## src/ppmx_consts.svh

```systemverilog
// Constants for the pixel port multiplexer.
// Assumes inclusion by the package, the top module, the checker and the testbench.
`ifndef PPMX_CONSTS_SVH
`define PPMX_CONSTS_SVH
// ******************************
// Register offsets
// ******************************
`define PPMX_ADDR_MUX_CTRL 4'h0
`define PPMX_ADDR_CLK_SEL 4'h1
`define PPMX_ADDR_GEN_CTRL 4'h2
`define PPMX_ADDR_READ_MASK 4'h3
`define PPMX_ADDR_PAL_PAGE 4'h4
`define PPMX_ADDR_STATUS 4'h5
// ******************************
// Reset values
// ******************************
`define PPMX_RST_MUX_CTRL 8'h2D
`define PPMX_RST_CLK_SEL 8'h00
`define PPMX_RST_GEN_CTRL 8'h00
`define PPMX_RST_READ_MASK 8'hFF
`define PPMX_RST_PAL_PAGE 8'h00
// ******************************
// Field positions and codes
// ******************************
`define PPMX_MUX_CODE_W 6
`define PPMX_MUX_PASS 6'h2D
`define PPMX_MUX_NIBBLE 6'h1F
`define PPMX_GC_SSRT 2
`define PPMX_GC_SNM 3
`define PPMX_CS_OSC_LSB 0
`define PPMX_CS_SHIFT_LSB 3
`endif

```

## src/ppmx_pkg.sv

```systemverilog
// Types for the pixel port multiplexer.
// Assumes the constants header is available on the include path.
`include "ppmx_consts.svh"
package ppmx_pkg;
  typedef enum logic [2:0]
  {
    PPMX_IDLE = 3'b001,
    PPMX_SHIFT = 3'b010,
    PPMX_PEND = 3'b100
  } ppmx_state_t;
  typedef enum logic [1:0]
  {
    PPMX_KIND_PAL = 2'h0,
    PPMX_KIND_VGA = 2'h1,
    PPMX_KIND_TRUE = 2'h2
  } ppmx_kind_t;
endpackage

```

## src/ppmx_top.sv

```systemverilog
// Pixel port multiplexer: captures bus loads and serialises pixels.
// Assumes dot enable and shift clock arrive as pins, synchronised here.
`timescale 1ns/1ps
`include "ppmx_consts.svh"
module ppmx_top
(
  input wire logic clk,
  input wire logic rst_b,
  input wire logic [3:0] reg_addr,
  input wire logic [7:0] reg_wdata,
  input wire logic reg_wr,
  input wire logic reg_rd,
  output logic [7:0] reg_rdata,
  input wire logic [31:0] pixel_port_lines,
  input wire logic [7:0] vga_port_lines,
  input wire logic shift_clock,
  input wire logic dot_rate_clock,
  input wire logic split_or_nibble_flag_input,
  output logic [7:0] palette_addr,
  output logic [23:0] dac_direct,
  output logic overlay_active,
  output ppmx_pkg::ppmx_kind_t pixel_kind,
  output logic pixel_valid,
  output logic [1:0] osc_select
);
  import ppmx_pkg::*;

  typedef struct packed
  {
    logic [7:0] mux_ctrl;
    logic [7:0] clk_sel;
    logic [7:0] gen_ctrl;
    logic [7:0] read_mask;
    logic [7:0] pal_page;
    logic [2:0] sclk_sync;
    logic [2:0] dot_sync;
    logic [2:0] flag_sync;
    logic sclk_seen;
    logic dot_seen;
    logic flag_seen;
    logic [31:0] cap;
    logic cap_full;
    logic [31:0] shreg;
    logic [5:0] left;
    logic [5:0] shreg_code;
    logic shreg_flag;
    ppmx_state_t state;
    logic [7:0] rdata;
    logic [7:0] pa;
    logic [23:0] dac;
    logic ovl;
    ppmx_kind_t kind;
    logic valid;
    logic [1:0] osc;
  } ppmx_regs_t;

  ppmx_regs_t r;
  ppmx_regs_t next_r;

  // ******************************
  // Helper functions
  // ******************************
  // Effective mode code, nibble mode first
  function automatic logic [5:0] eff_code(input logic [7:0] mux,
                                          input logic [7:0] gc);
    logic nib;
    nib = gc[`PPMX_GC_SNM] & ~gc[`PPMX_GC_SSRT];
    return nib ? `PPMX_MUX_NIBBLE : mux[`PPMX_MUX_CODE_W-1:0];
  endfunction

  // Groups per load from clock select
  function automatic logic [5:0] groups(input logic [7:0] cs);
    logic [2:0] sh;
    sh = cs[`PPMX_CS_SHIFT_LSB+2:`PPMX_CS_SHIFT_LSB];
    return (sh > 3'h5) ? 6'h01 : (6'h01 << sh);
  endfunction

  // Settled level of a three-stage synchroniser
  function automatic logic settle(input logic [2:0] s, input logic old);
    return (s[2] == s[1]) ? s[2] : old;
  endfunction

  // Group width in bits for a code
  function automatic logic [5:0] gwidth(input logic [5:0] code);
    logic [5:0] w;
    w = 6'h08;
    if (code == `PPMX_MUX_NIBBLE || code[5:2] == 4'b0110)
    begin
      w = 6'h04;
    end
    else if (code[5:3] == 3'b010)
    begin
      w = 6'h01 << code[2];
    end
    else if (code[5:3] == 3'b001)
    begin
      w = (code[2] == 1'b1) ? 6'h20 : 6'h10;
    end
    return w;
  endfunction

  // Pixel bits of the lowest group
  function automatic logic [31:0] low_group(input logic [31:0] s,
                                            input logic [5:0] code,
                                            input logic flag);
    if (code == `PPMX_MUX_NIBBLE)
    begin
      return {28'h0000000, (flag ? s[7:4] : s[3:0])};
    end
    return s & ((32'h00000001 << gwidth(code)) - 32'h00000001);
  endfunction

  // Shift register advance
  function automatic logic [31:0] advance(input logic [31:0] s,
                                          input logic [5:0] code);
    return (code == `PPMX_MUX_NIBBLE) ? (s >> 8) : (s >> gwidth(code));
  endfunction

  // ******************************
  // Next state
  // ******************************
  always_comb
  begin
    logic [5:0] code;
    logic [31:0] grp;
    logic pass;
    logic sclk_rise;
    logic dot_tick;
    code = eff_code(r.mux_ctrl, r.gen_ctrl);
    grp = 32'h00000000;
    pass = (code == `PPMX_MUX_PASS);
    sclk_rise = settle(r.sclk_sync, r.sclk_seen) & ~r.sclk_seen;
    dot_tick = settle(r.dot_sync, r.dot_seen) & ~r.dot_seen;
    next_r = r;
    next_r.rdata = 8'h00;
    next_r.valid = 1'b0;
    next_r.sclk_sync = {r.sclk_sync[1:0], shift_clock};
    next_r.dot_sync = {r.dot_sync[1:0], dot_rate_clock};
    next_r.flag_sync = {r.flag_sync[1:0], split_or_nibble_flag_input};
    next_r.sclk_seen = settle(r.sclk_sync, r.sclk_seen);
    next_r.dot_seen = settle(r.dot_sync, r.dot_seen);
    next_r.flag_seen = settle(r.flag_sync, r.flag_seen);
    // Register writes
    if (reg_wr)
    begin
      if (reg_addr == `PPMX_ADDR_MUX_CTRL)
      begin
        next_r.mux_ctrl = reg_wdata;
        if (reg_wdata[5:0] == `PPMX_MUX_PASS)
        begin
          next_r.clk_sel = `PPMX_RST_CLK_SEL;
          next_r.gen_ctrl = `PPMX_RST_GEN_CTRL;
          next_r.read_mask = `PPMX_RST_READ_MASK;
        end
      end
      else if (reg_addr == `PPMX_ADDR_CLK_SEL)
      begin
        next_r.clk_sel = reg_wdata;
      end
      else if (reg_addr == `PPMX_ADDR_GEN_CTRL)
      begin
        next_r.gen_ctrl = reg_wdata;
      end
      else if (reg_addr == `PPMX_ADDR_READ_MASK)
      begin
        next_r.read_mask = reg_wdata;
      end
      else if (reg_addr == `PPMX_ADDR_PAL_PAGE)
      begin
        next_r.pal_page = reg_wdata;
      end
    end
    // Register reads
    if (reg_rd)
    begin
      if (reg_addr == `PPMX_ADDR_MUX_CTRL)
      begin
        next_r.rdata = r.mux_ctrl;
      end
      else if (reg_addr == `PPMX_ADDR_CLK_SEL)
      begin
        next_r.rdata = r.clk_sel;
      end
      else if (reg_addr == `PPMX_ADDR_GEN_CTRL)
      begin
        next_r.rdata = r.gen_ctrl;
      end
      else if (reg_addr == `PPMX_ADDR_READ_MASK)
      begin
        next_r.rdata = r.read_mask;
      end
      else if (reg_addr == `PPMX_ADDR_PAL_PAGE)
      begin
        next_r.rdata = r.pal_page;
      end
      else if (reg_addr == `PPMX_ADDR_STATUS)
      begin
        next_r.rdata = {2'b00, r.left};
      end
    end
    next_r.osc = pass ? 2'b00 : r.clk_sel[`PPMX_CS_OSC_LSB+1:0];
    if (sclk_rise)
    begin
      next_r.cap = pass ? {24'h000000, vga_port_lines} : pixel_port_lines;
      next_r.cap_full = 1'b1;
    end
    case (r.state)
      PPMX_IDLE:
      begin
        next_r.state = r.cap_full ? PPMX_SHIFT : PPMX_IDLE;
      end
      PPMX_SHIFT:
      begin
        if (dot_tick)
        begin
          if (r.left == 6'h00)
          begin
            next_r.shreg = r.cap;
            next_r.shreg_code = code;
            next_r.shreg_flag = r.flag_seen;
            next_r.left = groups(r.clk_sel);
            next_r.cap_full = sclk_rise;
          end
          next_r.state = PPMX_PEND;
        end
      end
      PPMX_PEND:
      begin
        grp = low_group(r.shreg, r.shreg_code, r.shreg_flag);
        next_r.shreg = advance(r.shreg, r.shreg_code);
        next_r.left = r.left - 6'h01;
        next_r.valid = 1'b1;
        next_r.ovl = 1'b0;
        next_r.dac = 24'h000000;
        if (r.shreg_code[5:3] == 3'b001)
        begin
          next_r.kind = PPMX_KIND_TRUE;
          next_r.dac = grp[31:8];
          next_r.pa = grp[7:0] & r.read_mask;
          next_r.ovl = (next_r.pa != 8'h00);
        end
        else if (r.shreg_code == `PPMX_MUX_PASS)
        begin
          next_r.kind = PPMX_KIND_VGA;
          next_r.pa = grp[7:0] & r.read_mask;
        end
        else
        begin
          next_r.kind = PPMX_KIND_PAL;
          next_r.pa = (grp[7:0] | (r.pal_page &
                        ~((8'h01 << gwidth(r.shreg_code)) - 8'h01)))
                      & r.read_mask;
        end
        next_r.state = (next_r.left == 6'h00 && !r.cap_full) ?
                       PPMX_IDLE : PPMX_SHIFT;
      end
      default:
      begin
        next_r.state = PPMX_IDLE;
      end
    endcase
  end

  // ******************************
  // State register
  // ******************************
  always_ff @(posedge clk or negedge rst_b)
  begin
    if (!rst_b)
    begin
      r <= '0;
      r.mux_ctrl <= `PPMX_RST_MUX_CTRL;
      r.clk_sel <= `PPMX_RST_CLK_SEL;
      r.gen_ctrl <= `PPMX_RST_GEN_CTRL;
      r.read_mask <= `PPMX_RST_READ_MASK;
      r.pal_page <= `PPMX_RST_PAL_PAGE;
      r.state <= PPMX_IDLE;
      r.kind <= PPMX_KIND_VGA;
    end
    else
    begin
      r <= next_r;
    end
  end

  assign reg_rdata = r.rdata;
  assign palette_addr = r.pa;
  assign dac_direct = r.dac;
  assign overlay_active = r.ovl;
  assign pixel_kind = r.kind;
  assign pixel_valid = r.valid;
  assign osc_select = r.osc;
endmodule

```

## config.mk

```make
export PLATFORM = sky130hd
export DESIGN_NAME = ppmx_top
export DESIGN_NICKNAME = d
export VERILOG_FILES = /design/src/ppmx_pkg.sv /design/src/ppmx_top.sv
export VERILOG_INCLUDE_DIRS = /design/src
export SDC_FILE = /design/constraint.sdc
export NUM_CORES = 1
export LEC_CHECK = 0
export BUFFER_PORTS_ARGS = -buffer_cell sky130_fd_sc_hd__buf_4
export CAP_MARGIN = 40
export CELL_PAD_IN_SITES_DETAIL_PLACEMENT = 0
export CELL_PAD_IN_SITES_GLOBAL_PLACEMENT = 2
export CORE_MARGIN = 1.5
export CORE_UTILIZATION = 37
export DETAILED_ROUTE_END_ITERATION = 8
export PLACE_DENSITY_LB_ADDON = 0.08
export SYNTH_ARGS = -nofsm -noshare
export SYNTH_HDL_FRONTEND = slang
export SYNTH_SLANG_ARGS = --single-unit
```

## constraint.sdc

```tcl
create_clock -name clk -period 2.9 [get_ports clk]
set_clock_uncertainty 0.05 [all_clocks]
set_input_delay 0 -clock clk [delete_from_list [all_inputs] [get_ports clk]]
set_output_delay 0 -clock clk [all_outputs]
set_load 0.005 [all_outputs]
```

* After elaboration in Yosys (flattened, before gate mapping) *
Index checks and enable logic that the tools add are counted.

word-level totals
  register bits after elaboration = 179
  input bits = 59
  output and inout port bits = 46
  logic and storage cells = 146

operators by class
  $add $sub $neg = 3
  magnitude comparators = 1
  equal/unequal tests = 23
  shifts and indexed selects = 5
  muxes and demuxes = 55
  bitwise logic cells = 16
  reduce and logical (&&, ||, !) cells = 18

operator list
  cell                                                  count
  two-way mux 32 bit                                    5
  two-way mux 8 bit                                     13
  two-way mux 6 bit                                     15
  case mux 38 bit (2 select lines)                      1
  two-way mux 24 bit                                    3
  two-way mux 49 bit                                    1
  two-way mux 46 bit                                    1
  AND 32 bit                                            1
  left shift 1 x 6 -> 32 bit (first input constant)     1
  >> shifter 32 x 6 -> 32 bit                           1
  subtractor 32 x 1 -> 32 bit (second input constant)   1
  two-way mux 25 bit                                    1
  AND 8 bit                                             3
  equality test 6 bit (second input constant)           3
  two-way mux 16 bit                                    1
  equality test 4 x 3 -> 1 bit (second input constant)  3
  zero test 6 bit                                       2
  case mux 3 bit (3 select lines)                       1
  AND reduction 3 bit                                   3
  equality test 4 x 2 -> 1 bit (second input constant)  2
  two-way mux 1 bit                                     8
  two-way mux 2 bit                                     4
  inequality test 2 bit (second input constant)         4
  NOT 8 bit                                             1
  27 further kinds                                      42

* Logic depth before layout (Yosys ltp) *
Gate-level depths: netlist of the first run.

  depth in word-level cells = 15
  gate-level depth with buffers = 11
  depth with buffers taken out = 9

* Least setup slack after synthesis of the first run *
OpenSTA, ideal clock, no wires.

  path type = register -> register
  from = register r[53] (netlist bit)
  to = register r, in the netlist overlay_active
  library setup time = 139 ps
  data arrival time = 2,196 ps
  data required time = 2,711 ps
  path slack = 515 ps
  stages on the path, launching flop included = 12
  buffers on the path = 2
  period minus slack after synthesis = 2,385 ps
  cells stage by stage = dfrtp_1 buf_6 or3b_4 nor2_4 inv_2 ha_1 clkbuf_1 nand3_1 o21a_1 o221ai_1 a2111oi_0 a21oi_1

between the ends
  word-level cells in the longest chain between the ends = 14
  elaborated cells on any way between the ends = 20
  classes of those cells = add/sub: 1; eq/ne: 4; shift: 1; mux: 10; bitwise: 2; reduce/logical: 2

ends and longest elaborated chain
  item                          RTL line                         source
  start: declaration            ppmx_top.sv:57                   ppmx_regs_t r;
  start signal: assignment      ppmx_top.sv:282                  r <= next_r;
  equality test 3 x 1 -> 1 bit  ppmx_top.sv:95, ppmx_top.sv:235
  two-way mux 6 bit             ppmx_top.sv:95                   else if (code[5:3] == 3'b001)
  two-way mux 6 bit             ppmx_top.sv:91                   else if (code[5:3] == 3'b010)
  two-way mux 6 bit             ppmx_top.sv:87                   if (code == `PPMX_MUX_NIBBLE || code[5:2] == 4'b0110)
  two-way mux 6 bit             ppmx_top.sv:110                  return s & ((32'h00000001 << gwidth(code)) - 32'h00000001);
  two-way mux 6 bit             ppmx_top.sv:207                  case (r.state)
  left shift 1 x 6 -> 32 bit    ppmx_top.sv:110
  subtractor 32 x 1 -> 32 bit   ppmx_top.sv:110
  AND 32 bit                    ppmx_top.sv:110
  two-way mux 32 bit            ppmx_top.sv:110
  two-way mux 32 bit            ppmx_top.sv:207
  AND 8 bit                     ppmx_top.sv:239                  next_r.pa = grp[7:0] & r.read_mask;
  nonzero test 8 bit            ppmx_top.sv:240                  next_r.ovl = (next_r.pa != 8'h00);
  two-way mux 25 bit (*)        ppmx_top.sv:235                  if (r.shreg_code[5:3] == 3'b001)

Every way passes the cells marked *; elsewhere a longest branch is shown, timed or not. The select of a mux whose other input is x is not followed.
A chain may end at the register's enable or synchronous reset.

* Worst setup path in the final report of the first run *
Same ends and word-level chain as after synthesis.

==> results, run 1 <==
- The width of the die is 167 microns.
- The beginning of the critical path is r[53]$_DFFE_PN0P_.
- Before antenna repair, the detailed router went through 8 iterations.
- The biggest area contributor in the post-synthesis netlist is dfrtp_1.
- The overall routing resource usage is 0.236.
- Headroom to the max-slew limit came out at 0.480.
- The power density over the cells is 839 nW/um^2.
- The class of the most critical hold timing path is in2async.
- The category of the worst setup path launch point is a register.
- The number of cells produced by synthesis is 1101.
- For this run, design rule violations remaining after detail routing come to 0.
- TritonCTS created 17 clock buffers.
- CTS saw 179 sinks.
- The post-CTS clock slew at the launch and capture registers of the worst setup and hold paths is 0.08 ns.
- The final net count is 1275.
- The final sum of negative setup slack is 0 ns.
- The cell area that synthesis handed to floorplanning was 9940 sq um.
- The worst endpoint required time is 3.14 ns.
- The largest delay contributor family on the critical path is simple AND/OR/NAND/NOR gates.
- Dividing the detail-routed via count by the number of cells gives 5.49.
- The first global-routing pass estimated a little over 50000 microns of wire.
- The hold violation total from the final report is 0.
- The mean instance size in the synthesized netlist is between 9 and 10 sq um.
- In this run, synthesis produced a sequential element count of 179.
- In this run the critical register-to-register path is launched from r[53]$_DFFE_PN0P_.
- During I/O placement, the number of pins put on the boundary was approximately 110.
- The number of antenna violations at the first check in global routing is 0.
- Setup violations remaining at the end of the flow were counted as 0.
- The post-synthesis sequential area ratio is 0.453.
- The highest clock rate is 0.375 GHz.
- The root buffer cell chosen for the clock tree is clkbuf_16.
- For this run, the slowest stage of the critical path takes 0.55 ns.
- The height of the die is 167 microns.
- The wire length after detailed routing is roughly 32000 microns.
- The post-CTS setup buffer count is 0.
- The number of diodes added for antenna fixing is 0.
- For this design the static power due to leakage is 0.00534 uW.
- The biggest fanout along the worst timing path is 13.
- The floorplan step defined a die boundary enclosing 27800 sq um.
- The count of vias placed by the detailed router is around 8600.
- The flow ran to the end, and the final reports show no timing, DRC or antenna violations.
- The CTS tree is built.
- The worst vdd rail ir drop is 460 uV.
- The number of buffers inserted by port buffering is 104.
- The Yosys step of the flow raised 0 warnings.
- Synthesis instantiated 75 different standard cells from the library.
- The number of rows created at floorplan is between 50 and 60.
- By count the netlist is led by 201 x nand2_1, 165 x dfrtp_1, 92 x o21ai_0.
- The count of buffer and inverter cells on the critical path is 1.
- The share of Yosys cell area claimed by the top area cell type is 0.416.
- Before CTS, the worst setup slack after placement is 0.231 ns.
- The wire length per cell is 20.7 microns.
- Data on the critical path arrives at its endpoint at between 2 and 3 ns.
- The final clock period utilization by the worst path is 0.919.
- After layout, the worst setup slack is 0.236 ns.
- The total core area is about 26000 sq um.
- The number of global-route vias before repair was 8266.
- Ranked by total cell area, the synthesized netlist is headed by dfrtp_1 42%, nand2_1 7.6%, mux2i_1 5.9%, o21ai_0 4.6%, a21oi_1 3.8%.
- The last weighted congestion value of the routability-driven placer is 0.896.
- The critical setup path kind is reg2reg.
- The insertion delay of the later-clocked pin in the worst-skew pair is 0.44 ns.
- STA classifies the critical path endpoint as a register.
- Among all flip-flop cells after synthesis, the most frequent one is dfrtp_1.
- Once detailed placement completed, the half-perimeter wirelength came to 23100 microns.
- The longest clock path from root to sink contains 2 buffers.
- For this run the aggregate overflow at the end of global routing stands at 0.
- The cell with the largest stage delay on the worst path is or3b_4.
- The fraction of final layout cells sized beyond drive strength 1 is 0.197.
- The final max-slew violation count was 0.
- Entering global routing, the biggest net connects 71 pins.
- Summing internal, switching and leakage power gives 10100 uW.
- The cell with the most instances after synthesis is nand2_1.
- The initial DRC count is 773.
- The proportion of register bits with asynchronous set or reset after synthesis is 1.00.
- The worst hold slack after final layout is 0.0830 ns.
- The initial utilization of the core area, before any placement, comes to 0.379.
- Setup repair after global routing left no endpoint under its margin.
- The area growth from synthesis to layout is 21.0%.
- The number of max-cap violations is 0.
- The critical path goes through or3b_4 > nor2_4 > inv_2 > ha_1 > nand3_1 > o21a_1 > o221ai_1 > a2111oi_1 > a21oi_1.
- In this run, synthesis inferred 0 flip-flops with an integrated enable.
- The minimum period implied by the final worst setup slack is 2.66 ns.
- The H-tree generated during clock tree synthesis spans 4 levels.
- The count of nets left with antenna violations once routing finished came out at 0.
- The transition time at the pin with the least slew margin is between 0.7 and 0.8 ns.
==> repair_timing <==
action                                  CTS  global route
endpoints found under the setup margin    0             1
resized for setup                         0             1
hold buffers                             56             0
hold endpoints to repair                150             0
==> sequential cells by signal (all words and copies together) (netlist names) <==
name,count
palette_addr,8
pixel_valid,1
osc_select,2
r,127
next_r,6
overlay_active,1
pixel_kind,2
reg_rdata,8
dac_direct,24
==> layer usage <==
metal | global-route usage | part of all wire
met4 | 0.0490 | 0.0075
met1 | 0.377 | 0.52
met5 | 0 | 0
met2 | 0.331 | 0.41
met3 | 0.0359 | 0.057
==> per-stage QoR <==
step                       util  cells  cell area (sq um)
after global placement    0.415   1472              10900
after floorplan               -   1102               9940
final                     0.459   1560              12000
after CTS                 0.459   1560              12000
after detailed placement  0.415   1472              10900
after global routing      0.459   1560              12000
==> cells by family (layout without fill, tap and decap cells) <==
| logic type | Yosys count | count (layout) | synth area share |
|---|---|---|---|
| DFF | 179 | 179 | 0.453 |
| AOI/OAI and AO/OA | 292 | 292 | 0.189 |
| muxes | 81 | 81 | 0.0855 |
| adders and majority gates | 7 | 7 | 0.00806 |
| xor gates and xnor gates | 5 | 5 | 0.00441 |
| and+or+nand+nor | 406 | 406 | 0.188 |
| other | 1 | 2 | 0.000377 |
| buffers and inverters | 130 | 253 | 0.0727 |
==> cell usage in the layout (no fill, tap or decap), types with 9 or more instances in the layout <==
master	synthesis	final
nand2_1	201	201
dfrtp_1	165	164
buf_4	46	151
o21ai_0	92	92
nor2_1	79	79
a21oi_1	75	75
mux2i_1	59	59
dlygate4sd3_1	0	56
nand3_1	26	26
a22o_1	22	22
mux2_2	21	21
nor2b_1	20	20
clkbuf_16	0	17
nor3_1	17	16
nand2b_1	14	14
dfstp_2	14	14
inv_1	9	9
==> power breakdown <==
| group | leakage [uW] | internal (uW) | switching (uW) | total, uW |
|---|---|---|---|---|
| clock | 0.000284 | 1170 | 1160 | 2330 |
| sequential | 0.00224 | 3090 | 933 | 4030 |
| combinational | 0.00282 | 1610 | 2130 | 3740 |
==> path summary, 6_finish.rpt <==
check	end	slack (ns)	cells past startpoint
max reg2reg	overlay_active$_DFFE_PN0P_	0.24	9
min in group clk	r[169]$_DFFE_PN0P_	0.09	5
max in group asynchronous	r[46]$_DFFE_PN1N_	1.89	3
min	reg_rdata[7]$_DFF_PN0_	0.08	2
min reg2reg	next_r[135]$_DFF_PN0_	0.30	0
max	overlay_active$_DFFE_PN0P_	0.24	9
==> area by class of cell <==
type | instances | area, sq um
fill | 2620 | 14200
multi-input combinational | 793 | 4730
sequential | 179 | 4500
timing repair buffer | 211 | 1770
clock buffer | 18 | 439
tap | 335 | 419
clock inverter | 14 | 139
inverter | 10 | 37.5
No activity file was read; power rests on OpenSTA's default activity.
==> run 2, diff against run 1 <==
--- a/config.mk
+++ b/config.mk
@@ -12,8 +12,9 @@
 export CELL_PAD_IN_SITES_GLOBAL_PLACEMENT = 2
 export CORE_MARGIN = 1.5
 export CORE_UTILIZATION = 37
+export CTS_CLUSTER_DIAMETER = 80
 export DETAILED_ROUTE_END_ITERATION = 8
-export PLACE_DENSITY_LB_ADDON = 0.08
+export PLACE_DENSITY_LB_ADDON = 0.1
 export SYNTH_ARGS = -nofsm -noshare
 export SYNTH_HDL_FRONTEND = slang
 export SYNTH_SLANG_ARGS = --single-unit
==> results, run 2 (synthesis gave the netlist of run 1 again) <==
- In this run, the number of DRC markers left after iteration 0 of detailed routing was 842.
- The number of rows created at floorplan is 59.
- The worst-case IR drop observed on VDD is between 400 and 500 uV.
- The number of antenna violations at the first check in global routing is 0.
- The flow ran to the end, and the final reports show no timing, DRC or antenna violations.
- The biggest fanout along the worst timing path is 12.
- The transition time at the pin with the least slew margin is 0.780 ns.
- The post-CTS setup buffer count is 0.
- The wire length of the first global-routing pass is 52000 microns.
- In this run the tightest slew margin relative to its limit is 0.480.
- The hold violation total from the final report is 0.
- At the worst endpoint, the required time is 3.17 ns.
- The number of max-cap violations is 0.
- The number of hold buffers added after cts is 56.
- The number of buffers inserted during clock tree synthesis is 17.
- In the layout the commonest cells are 201 x nand2_1, 164 x dfrtp_1, 153 x buf_4, 92 x o21ai_0, 79 x nor2_1.
- The register containing the most flip-flops in the final layout is r.
- The sort of element at the end of the critical path is a register.
- The class of the most critical hold timing path is in2reg.
- The die is ~170 microns tall.
- Summed over all cells, the static leakage comes to 0.00536 uW.
- The placed wire-length estimate is 23400 microns.
- In this run the most critical hold path is launched from reg_wr.
- Setup total negative slack on the finished layout was measured at 0 ns.
- Summed over all layers, the routed wires come to 32900 microns.
- The worst register-to-register path has a setup slack of 0.27 ns.
- Routability-driven placement finished with a final weighted congestion of 0.888.
- The overall routing resource usage is 0.242.
- In the routed layout, each cell is associated on average with a via count of 5.58.
- The number of global-route vias before repair was 8598.
- The width of the die is 167 microns.
- The initial utilization of the core area, before any placement, comes to 0.379.
- The CTS tree is built.
- The commonest non-fill, non-tap cell in the layout is nand2_1.
- In this run the power density over the cells is 848 nW/um^2.
- 105 I/O pins were placed.
- Once the clock tree was built, the resizer swapped 0 gates to a different size.
- The number of nets with antenna violations after detailed routing is 0.
- Entering global routing, the biggest net connects 84 pins.
- The start of the worst register-to-register path is r[53]$_DFFE_PN0P_.
- The worst register-to-register path ends at r[64]$_DFFE_PN0P_.
- After clock tree synthesis, the clock-pin slew on the worst setup and hold paths is 0.07 ns.
- The depth of the worst register-to-register path is 7.
- The floorplan step defined a core boundary enclosing 26200 sq um.
- The register with the most flip-flops in the layout has approximately 130 of them.
- The clock reaches the later pin of the worst-skew pair after 0.44 ns.
- Dividing the final minimum period by the clock period gives 0.905.
- The final max-slew violation count came to 0.
- The die covers roughly 28000 sq um.
- The final routed DRC violation total is 0.
- The clock sink count is approximately 180.
- The critical setup path kind is reg2reg.
- After layout, the minimum clock period comes to approximately 2.6 ns.
- The number of buffers inserted by port buffering is between 100 and 150.
- The worst hold path passes through 5 cells.
- The tightest hold path in the finished design has a slack of approximately 0.035 ns.
- The total grt overflow is 0.
- STA classifies the critical path startpoint as a register.
- Setup repair after global routing left no endpoint under its margin.
- The wire length per cell is 21.1 microns.
- The number of levels in the clock H-tree is 4.
- Of the cells placed in the final design, the portion with a size suffix greater than 1 is 0.197.
- Data arrives at the worst endpoint at 2.89 ns.
- The count of vias placed by the detailed router is slightly below 9000.
- Setup violations remaining at the end of the flow were counted as 0.
- The path with the worst hold slack has its endpoint at r[163]$_DFFE_PN0P_.
- The longest clock path from root to sink contains 2 buffers.
- CTS placed an instance of clkbuf_16 at the clock tree root.
- For this run, the post-layout net count is 1277.
- Derived from the worst setup path, the maximum achievable clock frequency is 0.381 GHz.
- 0 antenna diodes ended up in the layout.
- The relative area change from synthesis to final layout is 21.5%.
- The detailed-router iteration count before antenna repair is 5.
## run 2: cell types whose count changed in the layout (fill, tap and decap cells not counted)
cell | before | now
inv_8 | 4 | 5
clkbuf_1 | 0 | 1
a2111oi_0 | 2 | 3
buf_6 | 1 | 0
bufinv_16 | 0 | 1
buf_4 | 151 | 153
inv_6 | 3 | 1
clkbuf_8 | 1 | 2
a2111oi_1 | 1 | 0
clkinv_4 | 2 | 3
clkinv_2 | 2 | 0
## run 2: metrics by stage
step	setup slack [ns]	std cells	util	instance area, sq um	power (uW)
2_1_floorplan	0.515	1102	-	9940	6160
3_3_place_gp	0.277	1474	0.416	10900	7760
3_5_place_dp	0.376	1474	0.416	10900	7720
4_1_cts	0.358	1562	0.461	12100	10200
5_1_grt	0.172	1562	0.461	12100	10800
6_report	0.274	1562	0.461	12100	10200
## run 2: cell type report
class                      instances  area [sq um]
clock buffer                      19           443
clock inverter                    13           161
fill                            2583         14100
inverter                          10          37.5
multi-input combinational        793          4730
sequential                       179          4500
tap                              335           419
timing repair buffer             213          1780
## run 2: layer usage
layer | part of all wire | GRT usage | vias to the layer above
met2 | 0.41 | 0.339 | 338
met1 | 0.51 | 0.384 | 4242
met4 | 0.0094 | 0.0458 | 0
li1 | - | - | 4110
met3 | 0.074 | 0.0456 | 24
met5 | 0 | 0 | -
## run 2: worst max-delay path by stage
stage	from	to	slack, ns	depth (start not counted)
finish	r[53]$_DFFE_PN0P_	r[64]$_DFFE_PN0P_	0.27	7
global route	r[56]$_DFFE_PN0P_	r[85]$_DFFE_PN0P_	0.17	8
CTS	r[53]$_DFFE_PN0P_	overlay_active$_DFFE_PN0P_	0.36	9
detailed placement	r[53]$_DFFE_PN0P_	overlay_active$_DFFE_PN0P_	0.38	9
global placement	r[53]$_DFFE_PN0P_	r[75]$_DFFE_PN0P_	0.28	6
floorplan	r[53]$_DFFE_PN0P_	overlay_active$_DFFE_PN0P_	0.52	11
## run 2: power by group
part           internal [uW]  switching (uW)  leakage [uW]
Sequential              3090             922       0.00224
Combinational           1620            2190       0.00283
Clock                   1260            1150      0.000293
## run 2: worst max-delay path, cell delays in order (launching register included)
cell and delay [ns]:
dfrtp_1 0.61, and3b_1 0.33, and2_1 0.39, buf_4 0.25
nand3_1 0.08, o21ai_1 0.29, a22oi_1 0.15, a221o_1 0.36
